**config.mk**
```make
export PLATFORM = sky130hd
export DESIGN_NAME = ric_top
export DESIGN_NICKNAME = d
export VERILOG_FILES = /design/src/include/ric_pkg.sv /design/src/design/ric_edge.sv /design/src/design/ric_pin.sv /design/src/design/ric_top.sv
export SDC_FILE = /design/constraint.sdc
export NUM_CORES = 1
export LEC_CHECK = 0
export BUFFER_PORTS_ARGS = -buffer_cell sky130_fd_sc_hd__buf_2
export CORE_AREA = 2 2 94 96
export DETAILED_ROUTE_END_ITERATION = 6
export DIE_AREA = 0 0 96 98
export GPL_ROUTABILITY_DRIVEN = 0
export PLACE_DENSITY = 0.63
export SLEW_MARGIN = 40
export SYNTH_ARGS = -nofsm -noshare
export SYNTH_HDL_FRONTEND = slang
export SYNTH_SLANG_ARGS = --single-unit
```
**constraint.sdc**
```tcl
create_clock -name CLK -period 2.2 [get_ports CLK]
set_input_delay 0.44 -clock CLK [delete_from_list [all_inputs] [get_ports CLK]]
set_output_delay 0.44 -clock CLK [all_outputs]
set_load 0.02 [all_outputs]
```
**src/include/ric_pkg.sv**
```systemverilog
// Package of constants and types for the radio interrupt controller.
package ric_pkg;
	localparam int ADDR_W = 11;
	localparam int DATA_W = 8;
	localparam logic [10:0] PIN1_ENABLE_LOW_ADDR = 11'h3c7;
	localparam logic [10:0] PIN1_ENABLE_HIGH_ADDR = 11'h3c8;
	localparam logic [10:0] PIN2_ENABLE_LOW_ADDR = 11'h3c9;
	localparam logic [10:0] PIN2_ENABLE_HIGH_ADDR = 11'h3ca;
	localparam logic [10:0] EVENT_SOURCE_LOW_ADDR = 11'h3cb;
	localparam logic [10:0] EVENT_SOURCE_HIGH_ADDR = 11'h3cc;
	// Low source register bit positions.
	localparam int LO_CHIP_ACCESSIBLE = 1;
	localparam int LO_TIMER_EXPIRY = 2;
	localparam int LO_CONTROLLER_IDLE = 3;
	localparam int LO_POWER_ON_RESET = 4;
	localparam int LO_BATTERY_ALERT = 5;
	// High source register bit positions.
	localparam int HI_ASSESS_DONE = 0;
	localparam int HI_DELIM_DETECTED = 1;
	localparam int HI_DELIM_SENT = 2;
	localparam int HI_PACKET_RECEIVED = 3;
	localparam int HI_PACKET_SENT = 4;
	// Implemented bits of each source register; the rest are reserved.
	localparam logic [7:0] LO_IMPL_MASK = 8'h3e;
	localparam logic [7:0] HI_IMPL_MASK = 8'h1f;
	// Enable values after power-on or wake: only the chip-accessible enable.
	localparam logic [7:0] EN_LOW_RESET = 8'h02;
	localparam logic [7:0] EN_HIGH_RESET = 8'h00;
	// Source value latched at power-up, except the chip-accessible bit, which ric_top sets on its own.
	localparam logic [7:0] SRC_LOW_POWERUP = 8'h1c;
	localparam logic [7:0] SRC_HIGH_RESET = 8'h00;

	// Raw event inputs from the radio's units, already on the device clock.
	typedef struct packed {
		logic packet_mode;
		logic receive_state;
		logic packet_sent;
		logic packet_received;
		logic frame_check_ok;
		logic delim_sent;
		logic delim_detected;
		logic assess_done;
		logic battery_monitor_on;
		logic battery_low;
		logic controller_idle_flag;
		logic timer_zero;
		logic serial_ready_flag;
	} ric_events_t;

	// One register access from the serial control port.
	typedef struct packed {
		logic wr;
		logic rd;
		logic [10:0] addr;
		logic [7:0] wdata;
	} ric_access_t;
endpackage

```
**src/design/ric_edge.sv**
```systemverilog
// Rising-edge detector used for the status-flag derived events.
`timescale 1ns/100ps
module ric_edge (
	// Clock and reset
	input wire logic clk,
	input wire logic rst_n,
	// Level in, pulse out
	input wire logic level,
	output logic rise
);
	logic level_r;
	logic level_nxt;

	always_comb begin
		level_nxt = level;
	end

	always_ff @(posedge clk or negedge rst_n) begin
		if (!rst_n) begin
			level_r <= 1'b0;
		end else begin
			level_r <= level_nxt;
		end
	end

	assign rise = level & ~level_r;
endmodule

```
**src/design/ric_pin.sv**
```systemverilog
// Interrupt pin driver with enable masking, stream override and sleep tristate.
`timescale 1ns/100ps
module ric_pin (
	// Clock and reset
	input wire logic clk,
	input wire logic rst_n,
	// Sources and enables
	input wire logic [15:0] sources,
	input wire logic [15:0] enables,
	// Override and sleep
	input wire logic override_en,
	input wire logic override_val,
	input wire logic sleep,
	// Pin and request
	output logic pin_o,
	output logic pin_oe_n,
	output logic request
);
	logic pin_r;
	logic pin_nxt;
	logic oe_n_r;
	logic oe_n_nxt;

	assign request = |(sources & enables);

	always_comb begin
		// Registered so the pin never glitches on a partial mask update.
		pin_nxt = override_en ? override_val : request;
		oe_n_nxt = sleep;
		if (sleep) begin
			pin_nxt = 1'b0;
		end
	end

	always_ff @(posedge clk or negedge rst_n) begin
		if (!rst_n) begin
			pin_r <= 1'b0;
			oe_n_r <= 1'b1;
		end else begin
			pin_r <= pin_nxt;
			oe_n_r <= oe_n_nxt;
		end
	end

	assign pin_o = pin_r;
	assign pin_oe_n = oe_n_r;
endmodule

```
**src/design/ric_top.sv**
```systemverilog
// Interrupt controller for the radio: event latching, enables and two pins.
// Operation
// - Ten events latch into two source registers.
// - Two pins, each with own enable pair.
// - Status summary bit set if pin one requests, or pin two outside stream mode.
// - Writing one clears source bit; zero keeps.
// - Stream mode turns pin two into frame sync.
// - Both pins high impedance during sleep.
// - Outside sleep pins push-pull, active high.
// - Reset or wake enables only chip-accessible.
// - Power-up latches chip-accessible, idle, timer, power-on events.
// - High source bit layout, 7 to 5 reserved.
// - Low source bit layout, 7,6,0 reserved.
// - Packet sent event in packet mode.
// - Packet received only with valid check.
// - Delimiter sent event in packet mode.
// - Delimiter detected while in receive state.
// - Assessment complete event ends channel assessment.
// - Battery alert when enabled monitor reports low.
// - Idle event on rising idle flag.
// - Timer expiry event when timer reaches zero.
// - Chip-accessible on rising serial-ready after wake.
`timescale 1ns/100ps
module ric_top (
	// Clock and reset
	input wire logic CLK,
	input wire logic RST_N,
	// Register access from the serial control port
	input wire ric_pkg::ric_access_t ACCESS,
	output logic [7:0] RDATA,
	// Event inputs from the radio units
	input wire ric_pkg::ric_events_t EVENTS,
	// Power state
	input wire logic SLEEP,
	input wire logic WAKE,
	// Streaming mode and its frame sync
	input wire logic SERIAL_STREAM_MODE,
	input wire logic FRAME_SYNC,
	// Status word summary
	output logic IRQ_SUMMARY,
	// Interrupt pins
	output logic FIRST_EVENT_PIN_O,
	output logic FIRST_EVENT_PIN_OE_N,
	output logic SECOND_EVENT_PIN_O,
	output logic SECOND_EVENT_PIN_OE_N
);
	logic [7:0] p1_en_lo_r, p1_en_lo_nxt;
	logic [7:0] p1_en_hi_r, p1_en_hi_nxt;
	logic [7:0] p2_en_lo_r, p2_en_lo_nxt;
	logic [7:0] p2_en_hi_r, p2_en_hi_nxt;
	logic [7:0] src_lo_r, src_lo_nxt;
	logic [7:0] src_hi_r, src_hi_nxt;
	logic [7:0] rdata_r, rdata_nxt;
	logic powerup_pend_r, powerup_pend_nxt;
	logic woke_r, woke_nxt;
	logic [7:0] set_lo;
	logic [7:0] set_hi;
	logic idle_rise;
	logic ready_rise;
	logic req1;
	logic req2;

	function automatic logic hit(input ric_pkg::ric_access_t a, input logic [10:0] addr);
		hit = a.wr && (a.addr == addr);
	endfunction

	// The idle and serial-ready flags raise events on their rising edges only.
	ric_edge u_idle_edge (
		.clk(CLK),
		.rst_n(RST_N),
		.level(EVENTS.controller_idle_flag),
		.rise(idle_rise)
	);

	ric_edge u_ready_edge (
		.clk(CLK),
		.rst_n(RST_N),
		.level(EVENTS.serial_ready_flag),
		.rise(ready_rise)
	);

	// Qualified events: packet, delimiter, battery and chip-accessible events count only in the mode that gives them meaning.
	logic ev_pkt_sent;
	logic ev_pkt_received;
	logic ev_delim_sent;
	logic ev_delim_seen;
	logic ev_assess_done;
	logic ev_battery;
	logic ev_idle;
	logic ev_timer;
	logic ev_accessible;

	always_comb begin
		ev_pkt_sent = EVENTS.packet_mode & EVENTS.packet_sent;
		ev_pkt_received = EVENTS.packet_mode & EVENTS.packet_received & EVENTS.frame_check_ok;
		ev_delim_sent = EVENTS.packet_mode & EVENTS.delim_sent;
		ev_delim_seen = EVENTS.receive_state & EVENTS.delim_detected;
		ev_assess_done = EVENTS.assess_done;
		ev_battery = EVENTS.battery_monitor_on & EVENTS.battery_low;
		ev_idle = idle_rise;
		ev_timer = EVENTS.timer_zero;
		ev_accessible = ready_rise & woke_r;
	end

	// Event decode into source-register positions.
	always_comb begin
		set_lo = 8'h00;
		set_hi = 8'h00;
		set_hi[ric_pkg::HI_PACKET_SENT] = ev_pkt_sent;
		set_hi[ric_pkg::HI_PACKET_RECEIVED] = ev_pkt_received;
		set_hi[ric_pkg::HI_DELIM_SENT] = ev_delim_sent;
		set_hi[ric_pkg::HI_DELIM_DETECTED] = ev_delim_seen;
		set_hi[ric_pkg::HI_ASSESS_DONE] = ev_assess_done;
		set_lo[ric_pkg::LO_BATTERY_ALERT] = ev_battery;
		set_lo[ric_pkg::LO_CONTROLLER_IDLE] = ev_idle;
		set_lo[ric_pkg::LO_TIMER_EXPIRY] = ev_timer;
		set_lo[ric_pkg::LO_CHIP_ACCESSIBLE] = ev_accessible;
		if (powerup_pend_r) begin
			set_lo = set_lo | ric_pkg::SRC_LOW_POWERUP;
			set_lo[ric_pkg::LO_CHIP_ACCESSIBLE] = 1'b1;
		end
	end

	// Write strobes, one per register, decoded once and shared by the groups below.
	logic wr_p1_lo;
	logic wr_p1_hi;
	logic wr_p2_lo;
	logic wr_p2_hi;
	logic wr_src_lo;
	logic wr_src_hi;

	always_comb begin
		wr_p1_lo = hit(ACCESS, ric_pkg::PIN1_ENABLE_LOW_ADDR);
		wr_p1_hi = hit(ACCESS, ric_pkg::PIN1_ENABLE_HIGH_ADDR);
		wr_p2_lo = hit(ACCESS, ric_pkg::PIN2_ENABLE_LOW_ADDR);
		wr_p2_hi = hit(ACCESS, ric_pkg::PIN2_ENABLE_HIGH_ADDR);
		wr_src_lo = hit(ACCESS, ric_pkg::EVENT_SOURCE_LOW_ADDR);
		wr_src_hi = hit(ACCESS, ric_pkg::EVENT_SOURCE_HIGH_ADDR);
	end

	// A wake restores the power-up value and beats a write in the same cycle.
	function automatic logic [7:0] en_next(input logic [7:0] cur, input logic wr, input logic [7:0] data,
		input logic restore, input logic [7:0] init);
		en_next = cur;
		if (wr) begin
			en_next = data;
		end
		if (restore) begin
			en_next = init;
		end
	endfunction

	// Clear first and set afterwards, so an event that lands in the clearing cycle is kept.
	function automatic logic [7:0] w1c(input logic [7:0] cur, input logic [7:0] sets, input logic clr,
		input logic [7:0] ones, input logic [7:0] impl);
		logic [7:0] kept;
		kept = clr ? (cur & ~ones) : cur;
		w1c = (kept | sets) & impl;
	endfunction

	// Pin one enable pair.
	always_comb begin
		p1_en_lo_nxt = en_next(p1_en_lo_r, wr_p1_lo, ACCESS.wdata, WAKE, ric_pkg::EN_LOW_RESET);
		p1_en_hi_nxt = en_next(p1_en_hi_r, wr_p1_hi, ACCESS.wdata, WAKE, ric_pkg::EN_HIGH_RESET);
	end

	always_ff @(posedge CLK or negedge RST_N) begin
		if (!RST_N) begin
			p1_en_lo_r <= ric_pkg::EN_LOW_RESET;
			p1_en_hi_r <= ric_pkg::EN_HIGH_RESET;
		end else begin
			p1_en_lo_r <= p1_en_lo_nxt;
			p1_en_hi_r <= p1_en_hi_nxt;
		end
	end

	// Pin two enable pair.
	always_comb begin
		p2_en_lo_nxt = en_next(p2_en_lo_r, wr_p2_lo, ACCESS.wdata, WAKE, ric_pkg::EN_LOW_RESET);
		p2_en_hi_nxt = en_next(p2_en_hi_r, wr_p2_hi, ACCESS.wdata, WAKE, ric_pkg::EN_HIGH_RESET);
	end

	always_ff @(posedge CLK or negedge RST_N) begin
		if (!RST_N) begin
			p2_en_lo_r <= ric_pkg::EN_LOW_RESET;
			p2_en_hi_r <= ric_pkg::EN_HIGH_RESET;
		end else begin
			p2_en_lo_r <= p2_en_lo_nxt;
			p2_en_hi_r <= p2_en_hi_nxt;
		end
	end

	// Sticky sources, cleared by writing ones; reserved bits never hold a value.
	always_comb begin
		src_lo_nxt = w1c(src_lo_r, set_lo, wr_src_lo, ACCESS.wdata, ric_pkg::LO_IMPL_MASK);
		src_hi_nxt = w1c(src_hi_r, set_hi, wr_src_hi, ACCESS.wdata, ric_pkg::HI_IMPL_MASK);
	end

	always_ff @(posedge CLK or negedge RST_N) begin
		if (!RST_N) begin
			src_lo_r <= 8'h00;
			src_hi_r <= ric_pkg::SRC_HIGH_RESET;
		end else begin
			src_lo_r <= src_lo_nxt;
			src_hi_r <= src_hi_nxt;
		end
	end

	// Power-up pulse: high in the first cycle after reset only.
	always_comb begin
		powerup_pend_nxt = 1'b0;
	end

	always_ff @(posedge CLK or negedge RST_N) begin
		if (!RST_N) begin
			powerup_pend_r <= 1'b1;
		end else begin
			powerup_pend_r <= powerup_pend_nxt;
		end
	end

	// Sleep seen: arms the chip-accessible event for the first serial-ready rise after sleep.
	always_comb begin
		woke_nxt = woke_r;
		if (SLEEP) begin
			woke_nxt = 1'b1;
		end else if (ready_rise) begin
			woke_nxt = 1'b0;
		end
	end

	always_ff @(posedge CLK or negedge RST_N) begin
		if (!RST_N) begin
			woke_r <= 1'b0;
		end else begin
			woke_r <= woke_nxt;
		end
	end

	// Read data holds until the next read, so the host may fetch it late.
	always_comb begin
		rdata_nxt = rdata_r;
		if (ACCESS.rd) begin
			unique case (ACCESS.addr)
				ric_pkg::PIN1_ENABLE_LOW_ADDR: rdata_nxt = p1_en_lo_r;
				ric_pkg::PIN1_ENABLE_HIGH_ADDR: rdata_nxt = p1_en_hi_r;
				ric_pkg::PIN2_ENABLE_LOW_ADDR: rdata_nxt = p2_en_lo_r;
				ric_pkg::PIN2_ENABLE_HIGH_ADDR: rdata_nxt = p2_en_hi_r;
				ric_pkg::EVENT_SOURCE_LOW_ADDR: rdata_nxt = src_lo_r;
				ric_pkg::EVENT_SOURCE_HIGH_ADDR: rdata_nxt = src_hi_r;
				default: rdata_nxt = 8'h00;
			endcase
		end
	end

	always_ff @(posedge CLK or negedge RST_N) begin
		if (!RST_N) begin
			rdata_r <= 8'h00;
		end else begin
			rdata_r <= rdata_nxt;
		end
	end

	// Sixteen-bit views with the high register in the upper byte.
	logic [15:0] src_all;
	logic [15:0] en1_all;
	logic [15:0] en2_all;

	assign src_all = {src_hi_r, src_lo_r};
	assign en1_all = {p1_en_hi_r, p1_en_lo_r};
	assign en2_all = {p2_en_hi_r, p2_en_lo_r};

	// Pin one is always the interrupt output.
	ric_pin u_pin1 (
		.clk(CLK),
		.rst_n(RST_N),
		.sources(src_all),
		.enables(en1_all),
		.override_en(1'b0),
		.override_val(1'b0),
		.sleep(SLEEP),
		.pin_o(FIRST_EVENT_PIN_O),
		.pin_oe_n(FIRST_EVENT_PIN_OE_N),
		.request(req1)
	);

	// Pin two is handed to frame sync in streaming mode.
	ric_pin u_pin2 (
		.clk(CLK),
		.rst_n(RST_N),
		.sources(src_all),
		.enables(en2_all),
		.override_en(SERIAL_STREAM_MODE),
		.override_val(FRAME_SYNC),
		.sleep(SLEEP),
		.pin_o(SECOND_EVENT_PIN_O),
		.pin_oe_n(SECOND_EVENT_PIN_OE_N),
		.request(req2)
	);

	logic req2_counted;

	// In streaming mode pin two carries no interrupt, so it does not feed the summary.
	assign req2_counted = req2 & ~SERIAL_STREAM_MODE;
	assign IRQ_SUMMARY = req1 | req2_counted;
	assign RDATA = rdata_r;
endmodule

```
# == Yosys cells after proc, flatten, opt, wreduce, memory -nomap -nowiden ==
# Cells that the tools add are included.
# word_totals
reg_bits,57
latch_bits,0
mem_bits_rw,0
romBits,0
in_bits,40
output_inout_bits,13
wordCells,71
mem_count,0
# classes
addsub,0
n_mul,0
div_mod_pow,0
n_lt_le_gt_ge,0
n_eq_ne,6
shifts,0
n_mux,17
bitwise,21
reduce_logical,13
# op_table
cell,n
$eq 11x10->1 const B,6
$mux 8,8
$pmux 8 s6,1
$and 13x16->16,2
$reduce_or 16->1,2
$and 1x1->1,10
$mux 5,2
$reduce_bool 2->1,5
$and 6x6->6,1
$logic_and 1x1->1,6
$mux 6,1
$not 6->6,1
$or 6x6->6,1
$and 5x5->5,1
$mux 1,5
$or 5x5->5,1
$not 1->1,3
$or 1x1->1,1

# == Logic depth before layout (Yosys ltp) ==
# logic_depth
depth_word,5
ltp_mapped,7
ltp_nobuf,4

# == By module ==
# From an unflattened synthesis, not the netlist that was laid out.
# unflattened
cells_unflattened,253
hier_area_um2,2929.1
# by_module_without_submodules
module,instances,cells_per_inst,area_per_inst_um2,seq_area_each_um2
ric_top,1,221,2513.7,1305.0
ric_pin,2,14,168.9,51.3
ric_edge,2,2,38.8,25.0

# == Worst setup path before layout ==
# Ideal clock, no wire load.
# synth_path
path_kind,in2reg
startpoint,input port ACCESS[18] (netlist name)
endpoint,register src_hi_r[1]
setup_ns,0.121
arrival_ns,1.449
required_time_ns,2.079
slack_ns,0.630
stages,7
path_buffers,3
path_cell_list,and4b_1 > buf_2 > and3_1 > buf_4 > buf_6 > nand3_1 > a22o_1
# synth_via
elab_chain_len,4
# synth_lines
element,line_no,rtl
"start, declared",ric_top.sv:29,"input wire ric_pkg::ric_access_t ACCESS,"
$eq 11x10->1,ric_top.sv:64,hit = a.wr && (a.addr == addr);
$logic_and 1x1->1,ric_top.sv:64,
$mux 5,ric_top.sv:157,kept = clr ? (cur & ~ones) : cur;
$or 5x5->5,ric_top.sv:158,w1c = (kept | sets) & impl;
named net src_hi_nxt[1],ric_top.sv:52,"logic [7:0] src_hi_r, src_hi_nxt;"
"end signal, assigned",ric_top.sv:202,src_hi_r <= ric_pkg::SRC_HIGH_RESET;
"end signal, assigned",ric_top.sv:205,src_hi_r <= src_hi_nxt;
"end, declared",ric_top.sv:52,
# The timed path passes the listed nets, and every way through them passes these cells.
# A chain may end at the register's enable or synchronous reset.

# == Worst setup path after layout ==
# layout_path
startpoint,register src_hi_r[4]
endpoint,output port IRQ_SUMMARY
# layout_via
elab_chain_len,4
word_cells_on_any_way,6
cone_classes,bitwise: 4; reduce/logical: 2
# layout_lines
element,line_no,rtl
$and 13x16->16,ric_pin.sv:24,assign request = |(sources & enables);
$reduce_or 16->1,ric_pin.sv:24,
$and 1x1->1,ric_top.sv:304,assign req2_counted = req2 & ~SERIAL_STREAM_MODE;
$or 1x1->1 (*),ric_top.sv:305,assign IRQ_SUMMARY = req1 | req2_counted;
"end, declared",ric_top.sv:40,"output logic IRQ_SUMMARY,"
# Mark *: on every way between the ends. The rest lies on a longest branch, timed or not.

==> flow_summary.json <==
{
  "clk_path_buf_depth": 2,
  "place_hpwl_mm": 5.31,
  "clockPowerShare_pct": 40.2,
  "worst_pin_slew_ns": 0.629,
  "post_drt_via_cell_ratio": 5.49,
  "antenna_found_initial": 0,
  "die_area_um2": 9410,
  "switching_power_uw": 545,
  "place_ws_ns": 0.221,
  "yosysWarnings": 0,
  "async_reset_ff_share_pct": 100,
  "p_leak_uw": 0.00163,
  "track_usage_pct": 17.7,
  "grt_pass1_wl_mm": 12.8,
  "cts_tree": "yes",
  "holdPathEnd": "u_ready_edge.level_r$_DFF_PN0_",
  "final_max_slew_viol_count": 0,
  "layout-area-overhead-vs-synth_pct": 19.0,
  "drive_gt1_share_pct": 28.4,
  "gr-total-overflow": 0,
  "nFillCells": 838,
  "r2r_cells": 4,
  "ys_seq_area_share_pct": 50.2,
  "syn_inst": 272,
  "p_comb_share_pct": 8.4,
  "crit_type": "register to output pin",
  "synth_edf_count": 0,
  "p_int_uw": 1520,
  "yosysMostFrequentCell": "dfrtp_1",
  "worst_slack_ns": 0.0932,
  "ys_seq_elements": 57,
  "synth_ff_type": "dfrtp_1",
  "wirelength_mm": 7.70,
  "switching_share_pct": 26.4,
  "path_max_fanout": 4,
  "path_clk_slew_ns": 0.07,
  "final_nets": 363,
  "arrival_ns": 1.67,
  "row_count": 34,
  "post-route-period-util_pct": 95.8,
  "drv_cap": 0,
  "detail-route-antenna-nets": 0,
  "numCtsBuffers": 9,
  "synth.top_cell.area_share_pct": 46.5,
  "required_ns": 1.76,
  "min_path_type": "input pin to register",
  "clkLatencyLatePin_ns": 0.34,
  "startpoint_type": "register",
  "first_iter_violations": 174,
  "post_drt_wl_per_cell_um": 17.7,
  "power.density_nw_per_um2": 607,
  "syn_area_um2": 2850,
  "yosys-top-cells-area": "dfrtp_1 46%, mux2i_1 7.7%, nand3_1 4.9%",
  "end_kind": "output pin",
  "rrSetupSlack_ns": 0.85,
  "rsz0062_at_grt": "false",
  "yosys.area.top_type": "dfrtp_1",
  "synthTopCellsByCount": "53 x dfrtp_1, 28 x nand3_1, 23 x nand2_1",
  "die_y_um": 98,
  "worstHoldPathCells": 1,
  "io_buffers": 52,
  "hold_violations": 0,
  "timing.rr.start": "src_lo_r[3]$_DFF_PN0_",
  "hold_start": "EVENTS[0]",
  "start_util_pct": 33.7,
  "r2r-end": "RDATA[3]$_DFFE_PN0P_",
  "boundaryPins": 53,
  "grt_max_degree": 35,
  "vias": 2394,
  "core_um2": 8470,
  "setup_tns_ns": 0,
  "finalSetupViolCount": 0,
  "slew_headroom_pct": 58.1,
  "p_seq_share_pct": 51.4,
  "clkSinkCount": 57,
  "netlist-cell-type-count": 45,
  "n_antenna_cell": 0,
  "syn_avg_cell_area_um2": 10.5,
  "period_needed_ns": 2.11,
  "die_w_um": 96,
  "skew_ns": 0.00886,
  "syn_nets": 312,
  "post-route-drc-count": 0,
  "clockRootBuffer": "clkbuf_8",
  "outcome": "finished, final reports clean",
  "drt_pass1_iterations": 4,
  "max_freq_mhz": 475,
  "grt_pass1_vias": 2368,
  "ctsHtreeMaxLevel": 3,
  "ir_drop_v": 0.000188
}
[layout make-up]
cell class              instances  area [µm²]  area share (%)
well taps                     108         135            3.98
clock buffers                  10         128            3.76
inverters                       6        22.5           0.663
clock inverters                 6        35.0            1.03
repair buffers                 60         348            10.2
flip-flops and latches         57        1430            42.1
multi-input cells             189        1300            38.2
[cell usage in the layout, fill, tap and decap left out, types with 2 or more instances in the layout]
cell	instances
dfrtp_1	53
buf_2	52
nand3_1	28
nand2_1	23
mux2i_1	22
nor2_1	21
a21oi_1	18
clkbuf_8	9
a22o_1	8
a22oi_1	8
inv_1	6
o21ai_0	6
o2bb2ai_1	5
buf_4	5
nand4_2	4
clkinv_2	4
dfstp_2	4
and4b_1	3
and3_1	3
a21o_1	3
nor2b_1	3
a221oi_2	3
a221oi_1	3
a21boi_0	3
a31oi_1	3
a211o_1	2
and4bb_2	2
nand3b_1	2
nor3_1	2
clkinvlp_4	2
buf_12	2
[worst max path at each step]
stage	slack [ns]	endpoint	start	cells after the start
5_1_grt	0.007	IRQ_SUMMARY	src_hi_r[4]$_DFF_PN0_	5
3_5_place_dp	0.22	p2_en_hi_r[7]$_DFFE_PN0P_	ACCESS[9]	5
3_3_place_gp	0.28	p2_en_hi_r[5]$_DFFE_PN0P_	ACCESS[9]	5
6_report	0.09	IRQ_SUMMARY	src_hi_r[4]$_DFF_PN0_	5
4_1_cts	0.008	IRQ_SUMMARY	src_hi_r[4]$_DFF_PN0_	5
2_1_floorplan	0.63	src_hi_r[1]$_DFF_PN0_	ACCESS[18]	7
[metal layers]
layer	track usage (%)	part of all wire, %	vias to the layer above
met5	0	0	-
met4	7.47	2.4	0
met3	3.47	5.4	14
met2	26.1	48	67
met1	25.2	44	1210
li1	-	-	1103
[per-stage QoR]
stage / area (µm²) / instances / power (µW) / hold slack [ns] / util, %
CTS: 3370 / 435 / 2080 / 0.210 / 39.8
finish: 3400 / 436 / 2060 / 0.222 / 40.1
global route: 3400 / 436 / 2150 / 0.210 / 40.1
detailed placement: 3200 / 418 / 1250 / 0.363 / 37.8
floorplan: 2850 / 272 / 1160 / 0.144 / -
global placement: 3200 / 418 / 1250 / 0.365 / 37.8
[state kept, by name, indices dropped and copies added (netlist names)]
register              count
u_ready_edge.level_r      1
p2_en_lo_r                8
u_pin2.pin_o              1
p1_en_hi_r                8
u_idle_edge.level_r       1
u_pin2.pin_oe_n           1
p2_en_hi_r                8
RDATA                     8
p1_en_lo_r                8
u_pin1.pin_o              1
powerup_pend_r            1
src_lo_r                  5
src_hi_r                  5
woke_r                    1
[repair_timing]
| action | in CTS | in global routing |
|---|---|---|
| hold buffers | 1 | 0 |
| setup endpoints to repair | 0 | 1 |
| buffers inserted | 0 | 1 |
| resized for setup | 0 | 3 |
| endpoints found under the hold margin | 6 | 0 |
[logic make-up (layout without fill, tap and decap cells)]
family / Yosys count / in the layout / share of synthesized area [%]
and+or+nand+nor: 95 / 95 / 18.5
muxes: 24 / 24 / 8.90
other: 1 / 1 / 0.131
DFF: 57 / 57 / 50.2
buffers and inverters: 26 / 82 / 5.04
AOI/OAI and AO/OA: 69 / 69 / 17.2
[critical path: stages (launching register included)]
cell      delay [ns]
dfrtp_1         0.43
a22o_1          0.24
a221oi_2        0.20
a41o_1          0.23
nand2_1         0.07
buf_2           0.16
[power groups by stage]
stage               clock network [µW]  registers, µW  logic (µW)
global route                       899           1060         192
global placement                     0           1080         170
finish                             829           1060         173
floorplan                            0           1080        74.2
detailed placement                   0           1080         173
CTS                                846           1060         175
(Power assumes the default switching activity.)
